`config.mk`:
```
export PLATFORM = sky130hd
export DESIGN_NAME = uart_zero_serial_port
export DESIGN_NICKNAME = d
export VERILOG_FILES = /design/src/uart_zero_pkg.sv /design/src/uart_zero_serial_port.sv /design/src/baud_tick_gen.sv
export VERILOG_INCLUDE_DIRS = /design/src /design/src/src
export SDC_FILE = /design/constraint.sdc
export NUM_CORES = 1
export LEC_CHECK = 0
export BUFFER_PORTS_ARGS = -buffer_cell sky130_fd_sc_hd__buf_2
export CAP_MARGIN = 20
export CORE_ASPECT_RATIO = 1.5
export CORE_UTILIZATION = 55
export CTS_CLUSTER_SIZE = 16
export DETAILED_ROUTE_END_ITERATION = 10
export PLACE_DENSITY = 0.72
export RECOVER_POWER = 100
export SLEW_MARGIN = 10
export SYNTH_ARGS = -nofsm -noshare
export SYNTH_HDL_FRONTEND = slang
export SYNTH_SLANG_ARGS = --single-unit
export TNS_END_PERCENT = 5
```
`constraint.sdc`:
```
create_clock -name clk -period 3.55 [get_ports clk]
set_input_delay 0.71 -clock clk [delete_from_list [all_inputs] [get_ports clk]]
set_output_delay 0.71 -clock clk [all_outputs]
set_load 0.01 [all_outputs]
```
`src/uart_zero_defs.svh`:
```
// Register offsets, field positions and reset values of the serial port.
`ifndef UART_ZERO_DEFS_SVH
`define UART_ZERO_DEFS_SVH
`define BAUD_LOW_ADDR      8'hbd
`define CTRL_ONE_ADDR      8'hbe
`define CTRL_TWO_ADDR      8'hbf
`define FLAGS_ADDR         8'hc0
`define DATA_ADDR          8'hc1
`define PIN_ROUTE_ADDR     8'hf2
`define BAUD_LOW_RST       8'h00
`define CTRL_ONE_RST       8'h00
`define CTRL_TWO_RST       8'h0c
`define DATA_RST           8'hff
`define PIN_ROUTE_RST      8'h40
`define TXE_IRQ_MASK_BIT   3
`define RXF_IRQ_MASK_BIT   2
`define DIV_HIGH_MSB       1
`define FLAG_RX_NINTH_BIT  6
`define FLAG_TX_NINTH_BIT  5
`define FLAG_TX_DONE_BIT   4
`define FLAG_RX_FULL_BIT   3
`define FLAG_OVERFLOW_BIT  2
`define FLAG_FRAME_BIT     1
`define FLAG_PARITY_BIT    0
`define PIN_SEL_LSB        3
`define PIN_SEL_MSB        4
`define SLOTS_PER_BIT      4'd15
`define VOTE_FIRST_SLOT    4'd7
`define VOTE_LAST_SLOT     4'd9
`endif

```
`src/uart_zero_pkg.sv`:
```
// Types shared by the serial port design files.
package uart_zero_pkg;
  typedef struct packed {
    logic [7:0] addr;
    logic [7:0] wdata;
    logic       wr;
    logic       rd;
  } sfr_req_t;
  typedef struct packed {
    logic spare;
    logic port_on;
    logic rx_on;
    logic addr_filter;
    logic two_stop;
    logic nine_bit;
    logic par_en;
    logic par_odd;
  } ctrl_one_t;
  typedef enum logic {TX_IDLE, TX_SHIFT} tx_state_t;
  typedef enum logic {RX_IDLE, RX_BITS} rx_state_t;
endpackage : uart_zero_pkg

```
`src/uart_zero_serial_port.sv`:
```
// Full-duplex serial port with register access and pin routing.
`timescale 1ns/1ps
`include "uart_zero_defs.svh"
module uart_zero_serial_port
  import uart_zero_pkg::*;
(
  input  wire logic       clk,
  input  wire logic       sys_rst,
  input  wire sfr_req_t   sfr_req,
  output logic      [7:0] sfr_rdata,
  input  wire logic [2:0] rxd_pin,
  output logic      [2:0] txd_pin,
  output logic            irq
);
  logic [7:0] baud_low_r;
  ctrl_one_t  ctrl_one_r;
  logic [7:0] ctrl_two_r;
  logic [7:0] pin_route_r;
  logic [7:0] rx_buf_r;
  logic       rx_ninth_r;
  logic       tx_ninth_r;
  logic [4:0] flag_r;
  logic [4:0] flag_set;
  logic [4:0] flag_clr;
  logic [7:0] sfr_rdata_r;
  logic [7:0] rd_mux;

  logic wr_baud_low;
  logic wr_ctrl_one;
  logic wr_ctrl_two;
  logic wr_flags;
  logic wr_data;
  logic wr_route;
  logic port_on;
  logic rx_run;
  logic tick;
  logic [9:0] divisor;
  logic [1:0] pin_sel;

  assign wr_baud_low = sfr_req.wr && sfr_req.addr == `BAUD_LOW_ADDR;
  assign wr_ctrl_one = sfr_req.wr && sfr_req.addr == `CTRL_ONE_ADDR;
  assign wr_ctrl_two = sfr_req.wr && sfr_req.addr == `CTRL_TWO_ADDR;
  assign wr_flags    = sfr_req.wr && sfr_req.addr == `FLAGS_ADDR;
  assign wr_data     = sfr_req.wr && sfr_req.addr == `DATA_ADDR;
  assign wr_route    = sfr_req.wr && sfr_req.addr == `PIN_ROUTE_ADDR;
  assign port_on     = ctrl_one_r.port_on;
  assign rx_run      = port_on && ctrl_one_r.rx_on;
  assign divisor = {ctrl_two_r[`DIV_HIGH_MSB:0], baud_low_r};
  assign pin_sel = pin_route_r[`PIN_SEL_MSB:`PIN_SEL_LSB];

  baud_tick_gen u_baud (
    .clk     (clk),
    .sys_rst (sys_rst),
    .run     (port_on),
    .restart (wr_baud_low || wr_ctrl_two),
    .divisor (divisor),
    .tick    (tick)
  );

  always_ff @(posedge clk) begin
    if (sys_rst) begin
      baud_low_r  <= `BAUD_LOW_RST;
      ctrl_one_r  <= `CTRL_ONE_RST;
      ctrl_two_r  <= `CTRL_TWO_RST;
      pin_route_r <= `PIN_ROUTE_RST;
    end else begin
      if (wr_baud_low) baud_low_r <= sfr_req.wdata;
      if (wr_ctrl_one) ctrl_one_r <= {1'b0, sfr_req.wdata[6:0]};
      if (wr_ctrl_two) ctrl_two_r <= {4'h0, sfr_req.wdata[3:0]};
      if (wr_route) pin_route_r <= {1'b0, sfr_req.wdata[6:0]};
    end
  end

  // Transmitter.
  tx_state_t  tx_state_r;
  logic [11:0] tx_shift_r;
  logic [3:0]  tx_bits_r;
  logic [3:0]  tx_slot_r;
  logic        tx_load;
  logic        tx_bit_end;
  logic        tx_done;
  logic        tx_par;
  logic        tx_ninth;
  logic [11:0] tx_frame;
  logic [3:0]  tx_total;
  logic        tx_line;

  assign tx_load = wr_data && port_on && tx_state_r == TX_IDLE;
  assign tx_par  = ^sfr_req.wdata ^ ctrl_one_r.par_odd;
  // Ninth bit is parity or stored bit.
  assign tx_ninth = ctrl_one_r.par_en ? tx_par : tx_ninth_r;
  assign tx_frame = ctrl_one_r.nine_bit
                  ? {2'b11, tx_ninth, sfr_req.wdata, 1'b0}
                  : ctrl_one_r.par_en
                  ? {3'b111, ^sfr_req.wdata[6:0] ^ ctrl_one_r.par_odd,
                     sfr_req.wdata[6:0], 1'b0}
                  : {3'b111, sfr_req.wdata, 1'b0};
  assign tx_total = 4'd10 + {3'b000, ctrl_one_r.nine_bit}
                  + {3'b000, ctrl_one_r.two_stop};
  assign tx_bit_end = tx_state_r == TX_SHIFT && tick
                   && tx_slot_r == `SLOTS_PER_BIT;
  assign tx_done = tx_bit_end && tx_bits_r == 4'd1;
  assign tx_line = tx_state_r == TX_SHIFT ? tx_shift_r[0] : 1'b1;

  always_ff @(posedge clk) begin
    if (sys_rst || !port_on) begin
      tx_state_r <= TX_IDLE;
      tx_shift_r <= 12'hfff;
      tx_bits_r  <= 4'h0;
      tx_slot_r  <= 4'h0;
    end else if (tx_load) begin
      tx_state_r <= TX_SHIFT;
      tx_shift_r <= tx_frame;
      tx_bits_r  <= tx_total;
      tx_slot_r  <= 4'h0;
    end else if (tx_state_r == TX_SHIFT && tick) begin
      tx_slot_r <= tx_slot_r + 4'h1;
      if (tx_bit_end) begin
        tx_shift_r <= {1'b1, tx_shift_r[11:1]};
        tx_bits_r  <= tx_bits_r - 4'h1;
        if (tx_done) tx_state_r <= TX_IDLE;
      end
    end
  end

  // Receiver. Every pin passes two flops before the pair select reads
  // it; a select change mid-character corrupts that character.
  rx_state_t  rx_state_r;
  logic [2:0] rx_meta_r;
  logic [2:0] rx_sync_r;
  logic [2:0] rx_hist_r;
  logic [3:0] rx_slot_r;
  logic [3:0] rx_bit_r;
  logic [1:0] rx_vote_r;
  logic [8:0] rx_shift_r;
  logic       rx_pin;
  logic       rx_in;
  logic       rx_edge;
  logic       rx_decide;
  logic       rx_maj;
  logic [3:0] rx_last;
  logic       rx_stop;
  logic [8:0] rx_char;
  logic       rx_keep;
  logic       rx_store;

  assign rx_pin = pin_sel[1] ? rx_sync_r[2] : pin_sel[0] ? rx_sync_r[1]
                : rx_sync_r[0];
  assign rx_in = rx_pin;
  assign rx_edge = rx_state_r == RX_IDLE && tick && rx_hist_r == 3'b111
                && !rx_in;
  assign rx_decide = rx_state_r == RX_BITS && tick
                  && rx_slot_r == `VOTE_LAST_SLOT;
  assign rx_maj = (rx_vote_r[0] & rx_vote_r[1]) | (rx_vote_r[0] & rx_in)
                | (rx_vote_r[1] & rx_in);
  assign rx_last = ctrl_one_r.nine_bit ? 4'd10 : 4'd9;
  assign rx_stop = rx_decide && rx_bit_r == rx_last;
  assign rx_char = ctrl_one_r.nine_bit ? rx_shift_r
                 : {1'b0, rx_shift_r[8:1]};
  assign rx_keep = !(ctrl_one_r.addr_filter && ctrl_one_r.nine_bit
                     && !rx_char[8]);
  assign rx_store = rx_stop && rx_keep
                 && !flag_r[`FLAG_RX_FULL_BIT];

  always_ff @(posedge clk) begin
    if (sys_rst) begin
      rx_meta_r <= 3'b111;
      rx_sync_r <= 3'b111;
      rx_hist_r <= 3'b000;
    end else begin
      rx_meta_r <= rxd_pin;
      rx_sync_r <= rx_meta_r;
      if (tick) rx_hist_r <= {rx_hist_r[1:0], rx_in};
    end
  end

  always_ff @(posedge clk) begin
    if (sys_rst || !rx_run) begin
      rx_state_r <= RX_IDLE;
      rx_slot_r  <= 4'h0;
      rx_bit_r   <= 4'h0;
      rx_vote_r  <= 2'b00;
      rx_shift_r <= 9'h000;
    end else if (rx_edge) begin
      rx_state_r <= RX_BITS;
      rx_slot_r  <= 4'h1;
      rx_bit_r   <= 4'h0;
    end else if (rx_state_r == RX_BITS && tick) begin
      rx_slot_r <= rx_slot_r + 4'h1;
      if (rx_slot_r >= `VOTE_FIRST_SLOT && !rx_decide) begin
        rx_vote_r <= {rx_vote_r[0], rx_in};
      end
      if (rx_decide) begin
        rx_bit_r <= rx_bit_r + 4'h1;
        if ((rx_bit_r == 4'h0 && rx_maj) || rx_stop) begin
          rx_state_r <= RX_IDLE;
        end
        if (rx_bit_r != 4'h0 && !rx_stop) begin
          rx_shift_r <= {rx_maj, rx_shift_r[8:1]};
        end
      end
    end
  end

  // Data, ninth bits and flags.
  always_ff @(posedge clk) begin
    if (sys_rst) begin
      rx_buf_r   <= `DATA_RST;
      rx_ninth_r <= 1'b0;
      tx_ninth_r <= 1'b0;
    end else begin
      if (rx_store) begin
        rx_buf_r <= rx_char[7:0];
        rx_ninth_r <= rx_char[8] & ctrl_one_r.nine_bit;
      end
      if (wr_flags && !ctrl_one_r.par_en) begin
        tx_ninth_r <= sfr_req.wdata[`FLAG_TX_NINTH_BIT];
      end
    end
  end

  assign flag_set[`FLAG_TX_DONE_BIT]  = tx_done;
  assign flag_set[`FLAG_RX_FULL_BIT]  = rx_store;
  assign flag_set[`FLAG_OVERFLOW_BIT] = rx_stop && rx_keep
                                     && flag_r[`FLAG_RX_FULL_BIT];
  assign flag_set[`FLAG_FRAME_BIT]    = rx_stop && rx_keep && !rx_maj;
  assign flag_set[`FLAG_PARITY_BIT]   = rx_stop && rx_keep
    && ctrl_one_r.par_en
    && ((ctrl_one_r.nine_bit ? ^rx_char : ^rx_char[7:0])
        != ctrl_one_r.par_odd);

  // A set in the same cycle as a clear wins, so no event is lost.
  genvar gi;
  generate
    for (gi = 0; gi < 5; gi++) begin : g_flag
      assign flag_clr[gi] = wr_flags && !sfr_req.wdata[gi];
      always_ff @(posedge clk) begin
        if (sys_rst) flag_r[gi] <= 1'b0;
        else if (flag_set[gi]) flag_r[gi] <= 1'b1;
        else if (flag_clr[gi]) flag_r[gi] <= 1'b0;
      end
    end
  endgenerate

  always_comb begin
    if (sfr_req.addr == `BAUD_LOW_ADDR) rd_mux = baud_low_r;
    else if (sfr_req.addr == `CTRL_ONE_ADDR) rd_mux = ctrl_one_r;
    else if (sfr_req.addr == `CTRL_TWO_ADDR) rd_mux = ctrl_two_r;
    else if (sfr_req.addr == `FLAGS_ADDR) begin
      rd_mux = {1'b0, rx_ninth_r, tx_ninth_r, flag_r};
    end
    else if (sfr_req.addr == `DATA_ADDR) rd_mux = rx_buf_r;
    else if (sfr_req.addr == `PIN_ROUTE_ADDR) rd_mux = pin_route_r;
    else rd_mux = 8'h00;
  end

  always_ff @(posedge clk) begin
    if (sys_rst) sfr_rdata_r <= 8'h00;
    else if (sfr_req.rd) sfr_rdata_r <= rd_mux;
  end
  assign sfr_rdata = sfr_rdata_r;

  assign txd_pin[0] = pin_sel == 2'b00 ? tx_line : 1'b1;
  assign txd_pin[1] = pin_sel == 2'b01 ? tx_line : 1'b1;
  assign txd_pin[2] = pin_sel[1] ? tx_line : 1'b1;

  assign irq = (flag_r[`FLAG_TX_DONE_BIT] && ctrl_two_r[`TXE_IRQ_MASK_BIT])
            || (flag_r[`FLAG_RX_FULL_BIT] && ctrl_two_r[`RXF_IRQ_MASK_BIT]);

  chk_flag_set_wins : assert property (@(posedge clk) disable iff (sys_rst)
    flag_set[`FLAG_RX_FULL_BIT] |=> flag_r[`FLAG_RX_FULL_BIT])
    else $error("receive flag lost");
  chk_one_write_sticky : assert property (@(posedge clk) disable iff (sys_rst)
    flag_r[`FLAG_TX_DONE_BIT] && wr_flags
    && sfr_req.wdata[`FLAG_TX_DONE_BIT] |=> flag_r[`FLAG_TX_DONE_BIT])
    else $error("write one cleared flag");
  chk_overflow_keeps : assert property (@(posedge clk) disable iff (sys_rst)
    flag_set[`FLAG_OVERFLOW_BIT] |=> $stable(rx_buf_r))
    else $error("overflow overwrote buffer");
  chk_filter_drops : assert property (@(posedge clk) disable iff (sys_rst)
    rx_stop && ctrl_one_r.addr_filter && ctrl_one_r.nine_bit && !rx_char[8]
    |-> !flag_set[`FLAG_RX_FULL_BIT]) else $error("filter missed");
  chk_irq_gating : assert property (@(posedge clk) disable iff (sys_rst)
    irq |-> ctrl_two_r[3:2] != 2'b00 && flag_r[4:3] != 2'b00)
    else $error("ungated interrupt");
  chk_errors_no_irq : assert property (@(posedge clk) disable iff (sys_rst)
    flag_r[4:3] == 2'b00 |-> !irq) else $error("error raised irq");
  chk_tx_start_low : assert property (@(posedge clk) disable iff (sys_rst)
    tx_load |=> (tx_line == 1'b0) [*2]) else $error("no start bit");
  chk_port_off_idle : assert property (@(posedge clk) disable iff (sys_rst)
    !port_on |=> txd_pin == 3'b111 && rx_state_r == RX_IDLE)
    else $error("activity while off");
  chk_done_after_stop : assert property (@(posedge clk) disable iff (sys_rst)
    tx_done |-> tx_line == 1'b1) else $error("done before stop");
  chk_reset_data : assert property (@(posedge clk)
    sys_rst |=> rx_buf_r == 8'hff && ctrl_two_r == 8'h0c)
    else $error("bad reset value");

  cov_tx_frame : cover property (@(posedge clk) tx_done);
  cov_rx_store : cover property (@(posedge clk) rx_store);
  cov_overflow : cover property (@(posedge clk) flag_set[2]);
  cov_false_start : cover property (@(posedge clk)
    rx_decide && rx_bit_r == 4'h0 && rx_maj);
endmodule : uart_zero_serial_port

```
`src/baud_tick_gen.sv`:
```
// Sixteen-times baud tick generator with a ten-bit divisor.
`timescale 1ns/1ps
module baud_tick_gen
  import uart_zero_pkg::*;
(
  input  wire logic       clk,
  input  wire logic       sys_rst,
  input  wire logic       run,
  input  wire logic       restart,
  input  wire logic [9:0] divisor,
  output logic            tick
);
  logic [9:0] cnt_r;
  logic       wrap;

  assign wrap = (divisor != 10'h000) && (cnt_r >= divisor - 10'h001);
  assign tick = run && wrap && !restart;

  always_ff @(posedge clk) begin
    if (sys_rst) begin
      cnt_r <= 10'h000;
    end else if (restart || !run || wrap) begin
      cnt_r <= 10'h000;
    end else begin
      cnt_r <= cnt_r + 10'h001;
    end
  end

  chk_zero_div_silent : assert property (@(posedge clk) disable iff (sys_rst)
    divisor == 10'h000 |-> !tick) else $error("tick with zero divisor");
  chk_restart_clears : assert property (@(posedge clk) disable iff (sys_rst)
    restart |=> cnt_r == 10'h000) else $error("restart kept count");
  chk_tick_spacing : assert property (@(posedge clk) disable iff (sys_rst)
    tick && divisor == 10'h003 && $stable(divisor) |=> !tick ##1 !tick)
    else $error("ticks closer than divisor");
endmodule : baud_tick_gen

```
==> results of run 1 <==
[final cells by class]
cell class / instances / area, um^2 / share of cell area [%]
clock buffer: 10 / 229.0 / 3.881
multi-input combinational: 465 / 3058 / 51.83
inverter: 17 / 63.81 / 1.082
timing repair buffer: 42 / 200.2 / 3.393
clock inverter: 6 / 66.31 / 1.124
sequential: 107 / 2142 / 36.31
tap: 112 / 140.1 / 2.375
[report_power, final]
group          switching, mW  internal [mW]  total, mW
logic                 0.0653         0.0393      0.105
registers            0.00333           1.21       1.21
clock network          0.441          0.549      0.990
total                  0.510           1.79       2.30
[worst min path at each step]
stage	start	slack (ns)	cells past startpoint	to
after global routing	rx_meta_r[0]$_SDFF_PP1_	0.44	1	rx_sync_r[0]$_SDFF_PP1_
after global placement	rx_meta_r[1]$_SDFF_PP1_	0.39	1	rx_sync_r[1]$_SDFF_PP1_
final	rx_meta_r[0]$_SDFF_PP1_	0.41	1	rx_sync_r[0]$_SDFF_PP1_
after floorplan	rx_meta_r[0]$_SDFF_PP1_	0.39	1	rx_sync_r[0]$_SDFF_PP1_
after CTS	rx_meta_r[0]$_SDFF_PP1_	0.41	1	rx_sync_r[0]$_SDFF_PP1_
after detailed placement	rx_meta_r[0]$_SDFF_PP1_	0.39	1	rx_sync_r[0]$_SDFF_PP1_
[timing repair]
item,CTS,global route
endpoints found under the setup margin,0,4
gates resized for setup,0,1
endpoints found under the hold margin,0,0
hold buffers,0,0
[worst register-to-register path: stages, from the launching register on]
cell and delay, ns:
dfxtp_1 0.47, inv_1 0.10, ha_1 0.26, nand2_1 0.12, nor3_1 0.07, xnor2_1 0.14
ha_1 0.29, nand2_1 0.05, o21ai_0 0.22, and4_1 0.31, a21oi_4 0.10, buf_4 0.24
nor4_2 0.25, buf_4 0.24, mux2i_1 0.24, nand2b_1 0.07
[sequential cells by signal, indices dropped and copies added, names as in the netlist, 5 cells and up]
register and flops:
rx_buf_r 8, rx_shift_r 9, sfr_rdata 8, flag_r 5, u_baud.cnt_r 10, ctrl_one_r 6
tx_shift_r 10, baud_low_r 8, pin_route_r 7
[layout by cell type, fill, tap and decap left out, types with 3 or more instances in the layout]
| cell | n |
|---|---|
| xor2_1 | 14 |
| nor3_1 | 15 |
| o22a_1 | 7 |
| o22ai_1 | 3 |
| a22oi_1 | 7 |
| nor2_1 | 80 |
| buf_4 | 5 |
| a21o_1 | 4 |
| inv_1 | 17 |
| clkbuf_1 | 19 |
| o21ai_0 | 34 |
| xnor2_1 | 25 |
| mux2_2 | 16 |
| buf_2 | 19 |
| clkinv_4 | 3 |
| nand2_1 | 53 |
| or2_2 | 6 |
| nand4b_1 | 4 |
| a211o_1 | 4 |
| a211oi_1 | 9 |
| nor2b_1 | 5 |
| nand4_1 | 4 |
| nand3b_1 | 3 |
| a21oi_1 | 41 |
| mux2_1 | 3 |
| ha_1 | 20 |
| mux2i_1 | 37 |
| nand3_1 | 18 |
| nand2b_1 | 13 |
| dfxtp_1 | 107 |
| clkbuf_16 | 9 |
| a22o_1 | 8 |
| or3_1 | 8 |
| or4_1 | 3 |
[Yosys cell counts, types with 2 or more instances]
master	instances
and4_1	2
and3_1	2
xnor2_1	25
nor2_1	80
nor3_1	15
o21ai_0	34
a21o_1	4
a211oi_1	9
or4_1	3
or3_1	8
nand4b_1	4
mux2_2	16
o22ai_1	3
a22o_1	8
ha_1	20
xor2_1	14
nand2_1	53
buf_2	5
inv_1	17
mux2_4	3
nand4_1	4
mux2i_1	37
nand2b_1	13
nand3b_1	3
nor2b_1	5
or2_2	6
a211o_1	4
a21oi_1	41
clkbuf_1	24
a22oi_1	7
nand3_1	18
a311oi_1	2
dfxtp_1	107
o22a_1	7
[kinds of logic after synthesis]
family,count (synthesis)
xor gates and xnor gates,39
AOI/OAI and AO/OA,127
adders and majority gates,20
buffers and inverters,47
and+or+nand+nor,223
DFF,107
muxes,56
[routing by layer]
metal  track usage, %  up-vias  wire, um
met4            11.42        0       286
met2            48.57      109      6903
met5                0        -         0
li1                 -     2218         -
met3            4.740       25       483
met1            29.31     2173      5269
[through the flow]
step | cells | hold slack [ns] | utilization, %
global route | 759 | 0.4364 | 63.02
finish | 759 | 0.4093 | 63.02
global placement | 743 | 0.3910 | 60.21
detailed placement | 743 | 0.3941 | 60.21
floorplan | 619 | 0.3895 | -
CTS | 759 | 0.4108 | 63.37
==> results by group, run 1 <==
STA
  – Worst-margin pin slew: 1.063 ns
  – Post-route minimum period: 3.268 ns
  – Clk_skew: 0.005935 ns
  – Relative slew slack: 29.14%
  – Endpoints failing setup: 0
  – Final Hold Viols: 0
  – FMAX: 306.0 MHz
  – RSZ-0062 raised after global routing: no
  – TNS Setup: 0 ns
  – Final Worst Setup Slack: 0.2817 ns
  – Final worst path period share: 92.06%
  – Final Max Tran Viols: 0

Logic synthesis
  – Top cells by area, synth: dfxtp_1 (40%), mux2i_1 (6.9%), nor2_1 (5.6%)
  – Top FF cell, synth: dfxtp_1
  – YS warnings: 0
  – Mapped Area: 5386 um^2
  – Synth Area in Simple Gates: 19.81%
  – Synth cell types: 50
  – Syn_nets: 662
  – Multiplexer share of the synthesized area: 11.06%
  – Number of synthesized flops with an enable pin: 0
  – Post-synth top area cell: dfxtp_1
  – Synth Area in Adders: 4.646%
  – Share of the synthesized area in the top cell type: 39.77%
  – Largest family of logic cells by synthesized area: simple AND/OR/NAND/NOR gates
  – Share of flip-flops with an asynchronous set or reset: 0%
  – Cells after Synth: 619
  – FF+latch count, synth: 107
  – Post-synthesis compound-gate area fraction: 14.84%
  – Register area share after synthesis: 39.77%
  – XOR/XNOR share of the synthesized area: 6.341%
  – Mapped Avg Cell Area: 8.702 um^2

Worst setup path
  – Data arrival, critical path: 3.51 ns
  – Setup crit end kind: register
  – Largest fanout on the critical path: 13
  – Levels on crit path: 15
  – Worst R2R Path Depth: 15
  – Worst path required time: 3.79 ns
  – CP delay by family, top: simple AND/OR/NAND/NOR gates
  – Worst Setup Path Type: reg2reg
  – RR Startpoint: baud_low_r[0]$_SDFFE_PP0P_
  – Cell Chain, Critical Path: inv_1 > ha_1 > nand2_1 > nor3_1 > xnor2_1 > ha_1 > nand2_1 > o21ai_0 > and4_1 > a21oi_4 > buf_4 > nor4_2 > buf_4 > mux2i_1 > nand2b_1
  – Worst setup path endpoint: rx_buf_r[1]$_SDFFE_PP1P_
  – Flop2flop setup slack: 0.28 ns
  – Slowest CP cell: dfxtp_1
  – Worst Setup SP: baud_low_r[0]$_SDFFE_PP0P_
  – CP startpoint kind: register
  – WP buf/inv: 3
  – R2R Path End: rx_buf_r[1]$_SDFFE_PP1P_
  – CP peak stage delay: 0.47 ns

Hold path
  – Worst hold-check path type: reg2reg

Power
  – Peak VDD IR: 0.0003877 V
  – PD cells: 390.6 nW/um^2
  – Total Power: 2.304 mW
  – Leakage power: 2.269 nW

Clock tree
  – TritonCTS clock tree: built
  – Root Driver: clkbuf_16
  – # Post-CTS Setup Buffers: 0
  – Longest Clk Path Bufs: 2
  – H-tree depth: 3
  – Total CTS buffers: 9
  – Num Clock Sinks: 107
  – Clock Latency Late Sink: 0.34 ns
  – Worst-path clk slew: 0.07 ns

Detailed routing
  – Drt drc: 0
  – Routed WL: 12940 um
  – DR WL/cell: 17.05 um
  – Antenna Nets Post-Route: 0
  – Vias per Instance: 5.962
  – Drt pass-1 iters: 4
  – Vias: 4525
  – Initial DRC count: 305

Global route
  – Antenna violations before repair: 0
  – Global-route wire length before repair: 21030 um
  – Number of global-route vias before repair: 4329
  – Largest net degree at the start of global routing: 50
  – GRT Total Usage: 26.20%
  – Total gr overflow: 0

Die
  – Row count: 43
  – Full die area: 10200 um^2
  – Die height: 123.2 um
  – Width of the die: 82.80 um
  – Core box area: 9361 um^2
  – Starting density of the core: 57.54%
  – I/O pin cnt: 35

Job
  – Max cap viols: 0

Layout
  – Layout cells sized above 1: 10.51%
  – Synth-to-layout area growth: 9.524%
  – Number of nets in the layout: 685
  – Fillers: 830
  – # diodes: 0
  – Finished Cell Area: 5899 um^2

Place
  – Final Wtd Congestion: 0.8887
  – DP HPWL: 9302 um
  – Dpl cell area: 5637 um^2
  – Pre-CTS setup slack: 0.3170 ns
  – Count of input and output buffers: 34

Run status
  – Status: complete, no violations
No activity file was read; power rests on OpenSTA's default activity.
==> run 2, diff against run 1 <==
- RECOVER_POWER: 100 -> default
==> run 2 against run 1 <==
Critical path depth unchanged. Via count increased by 0.24%. Routed wire length up 0.29%. Worst hold slack stayed put.
==> results by group, run 2 (synthesized netlist as in run 1, its figures left out) <==
Layout
  – Layout cells sized above 1: 13.76%
  – Top flop regs: tx_shift_r: 10 flops, u_baud.cnt_r: 10 flops, rx_shift_r: 9 flops
  – Post-layout util: 63.46%
  – Synth-to-layout area growth: 10.29%
  – Number of nets in the layout: 685
  – Final std cells w/o fill: 759
  – Finished Cell Area: 5941 um^2
  – Leading cell type in the layout, fill and taps excluded: dfxtp_1
  – # diodes: 0
  – Commonest cells after routing, fill and taps aside: dfxtp_1 (107), nor2_1 (80), nand2_1 (53)

Clock tree
  – Root Driver: clkbuf_16
  – Clock Latency Late Sink: 0.34 ns
  – TritonCTS clock tree: built
  – Total CTS buffers: 9
  – # Post-CTS Setup Buffers: 0
  – Longest Clk Path Bufs: 2
  – Num Clock Sinks: 107
  – Worst-path clk slew: 0.07 ns
  – H-tree depth: 3

Die
  – Starting density of the core: 57.54%
  – Width of the die: 82.80 um
  – Row count: 43
  – Core box area: 9361 um^2
  – I/O pin cnt: 35
  – Die height: 123.2 um
  – Full die area: 10200 um^2

STA
  – Final Hold Viols: 0
  – Worst-margin pin slew: 0.7265 ns
  – TNS Setup: 0 ns
  – Endpoints failing setup: 0
  – Final worst path period share: 91.86%
  – Final Worst Setup Slack: 0.2890 ns
  – Relative slew slack: 51.06%
  – RSZ-0062 raised after global routing: no
  – Final Max Tran Viols: 0
  – Post-route minimum period: 3.261 ns
  – Clk_skew: 0.005156 ns
  – FMAX: 306.7 MHz

Place
  – Dpl cells: 743
  – Final Wtd Congestion: 0.8887
  – Pre-CTS setup slack: 0.3170 ns
  – DP HPWL: 9302 um
  – Dpl cell area: 5637 um^2
  – Count of input and output buffers: 34

Job
  – Max cap viols: 0

Power
  – PD cells: 388.1 nW/um^2
  – Peak VDD IR: 0.0003684 V
  – Leakage power: 2.346 nW

Detailed routing
  – Drt drc: 0
  – Initial DRC count: 287
  – Drt pass-1 iters: 5
  – DR WL/cell: 17.10 um
  – Vias per Instance: 5.976
  – Vias: 4536
  – Routed WL: 12980 um
  – Antenna Nets Post-Route: 0

Worst setup path
  – Setup crit end kind: register
  – Flop2flop setup slack: 0.29 ns
  – Data arrival, critical path: 3.50 ns
  – CP startpoint kind: register
  – Worst R2R Path Depth: 15
  – Largest fanout on the critical path: 13
  – RR Startpoint: baud_low_r[0]$_SDFFE_PP0P_
  – Worst Setup Path Type: reg2reg
  – Worst Setup SP: baud_low_r[0]$_SDFFE_PP0P_
  – Worst path required time: 3.79 ns
  – R2R Path End: rx_buf_r[1]$_SDFFE_PP1P_

Global route
  – Total gr overflow: 0
  – Largest net degree at the start of global routing: 50
  – Antenna violations before repair: 0
  – Number of global-route vias before repair: 4329
  – Global-route wire length before repair: 21030 um
  – GRT Total Usage: 26.20%

Hold path
  – Worst hold-check path type: reg2reg
  – WHS Path Cells: 1
  – Hold Path Origin: rx_meta_r[0]$_SDFF_PP1_
  – WHS Endpoint: rx_sync_r[0]$_SDFF_PP1_

Run status
  – Status: complete, no violations
run 2: what timing repair did:
action	in CTS	in global routing
hold buffers	0	0
gates resized for setup	0	1
endpoints found under the setup margin	0	4
run 2: worst max-delay path, stage by stage, from the launching register on:
cell and delay (ns):
dfxtp_1 0.46, inv_1 0.10, ha_1 0.26, nand2_1 0.12, nor3_1 0.07, xnor2_1 0.14, ha_1 0.29, nand2_1 0.05
o21ai_0 0.22, and4_1 0.31, a21oi_4 0.10, buf_4 0.24, nor4_2 0.25, buf_4 0.24, mux2i_1 0.24, nand2b_1 0.07
run 2: stage by stage:
step | hold WS, ns | power [mW]
2_1_floorplan | 0.3895 | 1.301
3_3_place_gp | 0.3910 | 1.340
3_5_place_dp | 0.3941 | 1.341
4_1_cts | 0.4108 | 2.320
5_1_grt | 0.4364 | 2.389
6_report | 0.4093 | 2.305
run 2: routing by layer:
| metal | up-vias | part of all wire, % | track usage, % |
|---|---|---|---|
| met5 | - | 0 | 0 |
| met4 | 0 | 2.1 | 11.42 |
| met3 | 24 | 4.0 | 4.740 |
| met2 | 121 | 54 | 48.57 |
| met1 | 2175 | 40 | 29.31 |
| li1 | 2216 | - | - |
run 2: final cells by class:
type                    count  area [um^2]
inverters                  17        63.81
clock inverters             6        66.31
clock buffers              10        229.0
fillers                   813         3421
repair buffers             42        230.2
multi-input cells         465         3069
flip-flops and latches    107         2142
well taps                 112        140.1
run 2: how the worst max path moves through the flow:
| stage | end | cells after the start |
|---|---|---|
| 4_1_cts | rx_buf_r[1]$_SDFFE_PP1P_ | 14 |
| 6_report | rx_buf_r[1]$_SDFFE_PP1P_ | 15 |
| 3_3_place_gp | rx_buf_r[6]$_SDFFE_PP1P_ | 14 |
| 2_1_floorplan | tx_shift_r[6]$_SDFFE_PP1P_ | 13 |
| 5_1_grt | rx_buf_r[5]$_SDFFE_PP1P_ | 15 |
| 3_5_place_dp | rx_buf_r[1]$_SDFFE_PP1P_ | 14 |
run 2: where the power goes:
part,internal (mW),leakage (nW),switching [mW]
registers,1.21,0.865,0.00317
logic,0.0408,1.33,0.0654
clock network,0.549,0.146,0.441
==> run 3, diff against run 2 <==
- REMOVE_ABC_BUFFERS: default -> 1
==> run 3 against run 2 <==
Design area increased by 0.53%. Sequential share of layout area down 0.19 points. Final cell count rose by 0.13%. Largest cell class unchanged. Flip-flop and latch count unchanged. Clock-buffer cell count is 1 lower. Fmax about the same. Combinational power hardly changed. Non-clock buffer count grew 1. Register-to-register slack hardly changed. Largest power group unchanged. Sequential power hardly changed. Worst setup slack lost 0.00097 ns. Total power increased by 4.2%.
==> results by group, run 3 (synthesized netlist as in run 1, its figures left out) <==
Layout
  – # diodes: 0
  – Commonest cells after routing, fill and taps aside: dfxtp_1 (107), nor2_1 (79), nand2_1 (53)
  – Leading cell type in the layout, fill and taps excluded: dfxtp_1
  – Top flop regs: tx_shift_r: 10 flops, u_baud.cnt_r: 10 flops, rx_shift_r: 9 flops
  – Finished Cell Area: 5972 um^2
  – Layout cells sized above 1: 14.20%
  – Synth-to-layout area growth: 10.87%
  – Number of nets in the layout: 686

Die
  – I/O pin cnt: 35
  – Row count: 43
  – Die height: 123.2 um
  – Core box area: 9361 um^2
  – Width of the die: 82.80 um
  – Full die area: 10200 um^2
  – Starting density of the core: 57.54%

Place
  – DP HPWL: 9368 um
  – Count of input and output buffers: 34
  – Dpl cell area: 5644 um^2
  – Final Wtd Congestion: 0.8460

Worst setup path
  – Worst Setup Path Type: reg2reg
  – Setup crit end kind: register
  – Data arrival, critical path: 3.50 ns
  – Largest fanout on the critical path: 17
  – CP startpoint kind: register
  – Worst path required time: 3.79 ns

Run status
  – Status: complete, no violations

Job
  – Max cap viols: 0

Detailed routing
  – Vias: 4579
  – Drt drc: 0
  – Vias per Instance: 6.025
  – Initial DRC count: 364
  – Routed WL: 12760 um
  – Drt pass-1 iters: 6
  – Antenna Nets Post-Route: 0
  – DR WL/cell: 16.79 um

Clock tree
  – TritonCTS clock tree: built
  – Worst-path clk slew: 0.07 ns
  – H-tree depth: 3
  – Num Clock Sinks: 107
  – Longest Clk Path Bufs: 2
  – Total CTS buffers: 9
  – Clock Latency Late Sink: 0.35 ns
  – Post-CTS Hold Fix Bufs: 0
  – Root Driver: clkbuf_16

STA
  – Post-route minimum period: 3.262 ns
  – Relative slew slack: 53.28%
  – Clk_skew: 0.005614 ns
  – FMAX: 306.6 MHz
  – Final worst path period share: 91.89%
  – RSZ-0062 raised after global routing: no
  – Final Max Tran Viols: 0
  – TNS Setup: 0 ns
  – Worst-margin pin slew: 0.6992 ns
  – Endpoints failing setup: 0
  – Final Hold Viols: 0

Global route
  – Antenna violations before repair: 0
  – Global-route wire length before repair: 20850 um
  – GRT Total Usage: 25.55%
  – Largest net degree at the start of global routing: 57
  – Total gr overflow: 0
  – Number of global-route vias before repair: 4365

Power
  – PD cells: 402.1 nW/um^2
  – Peak VDD IR: 0.0002661 V
  – Leakage power: 2.353 nW

Hold path
  – Worst hold-check path type: reg2reg
run 3: critical path, stage by stage (launching register included):
cell and delay [ns]:
dfxtp_1 0.37, nor4_2 0.35, nand2_1 0.15, nor3_1 0.21
xnor2_1 0.10, ha_1 0.31, nand2_1 0.05, o21ai_0 0.23
and4_1 0.31, a21oi_4 0.06, buf_4 0.24, nor4_2 0.25
buf_4 0.24, mux2i_1 0.21, nand2b_1 0.07
run 3: worst paths after layout:
path	start	to	slack, ns	depth (start not counted)
worst min-delay path	rx_meta_r[1]$_SDFF_PP1_	rx_sync_r[1]$_SDFF_PP1_	0.41	1
worst max register to register	baud_low_r[2]$_SDFFE_PP0P_	rx_buf_r[0]$_SDFFE_PP1P_	0.29	14
worst max-delay path	baud_low_r[2]$_SDFFE_PP0P_	rx_buf_r[0]$_SDFFE_PP1P_	0.29	14
worst min register to register	rx_meta_r[1]$_SDFF_PP1_	rx_sync_r[1]$_SDFF_PP1_	0.41	1
run 3: per-layer routing:
layer / vias up / part of all wire, % / global-route usage, %
met2: 135 / 52 / 47.13
met3: 48 / 3.9 / 4.206
met5: - / 0 / 0
li1: 2214 / - / -
met4: 0 / 4.5 / 13.15
met1: 2182 / 40 / 28.26
run 3: power breakdown:
part	total [mW]	switching, mW	internal, mW
clock	1.09	0.462	0.625
combinational	0.105	0.0639	0.0415
sequential	1.21	0.00295	1.21
run 3: layout make-up:
cell class	count	area, um^2
Clock buffer	9	225.2
Fill cell	827	3390
Clock inverter	7	100.1
Timing Repair Buffer	43	237.7
Multi-Input combinational cell	465	3063
Inverter	17	63.81
Tap cell	112	140.1
Sequential cell	107	2142
run 3: stage by stage:
stage                     power (mW)  cells  hold slack, ns  utilization [%]  setup slack, ns
after detailed placement       1.341    744          0.3977            60.29           0.3141
after floorplan                1.285    589          0.3895                -          -0.2163
after global routing           2.474    760          0.4232            63.79          0.06016
after CTS                      2.417    760          0.4156            63.77           0.2809
after global placement         1.340    744          0.3926            60.29           0.4700
final                          2.401    760          0.4127            63.79           0.2880
run 3: what timing repair did:
action	CTS	global route
resized for setup	0	1
setup buffers	0	0
endpoints found under the setup margin	0	1
endpoints found under the hold margin	0	0
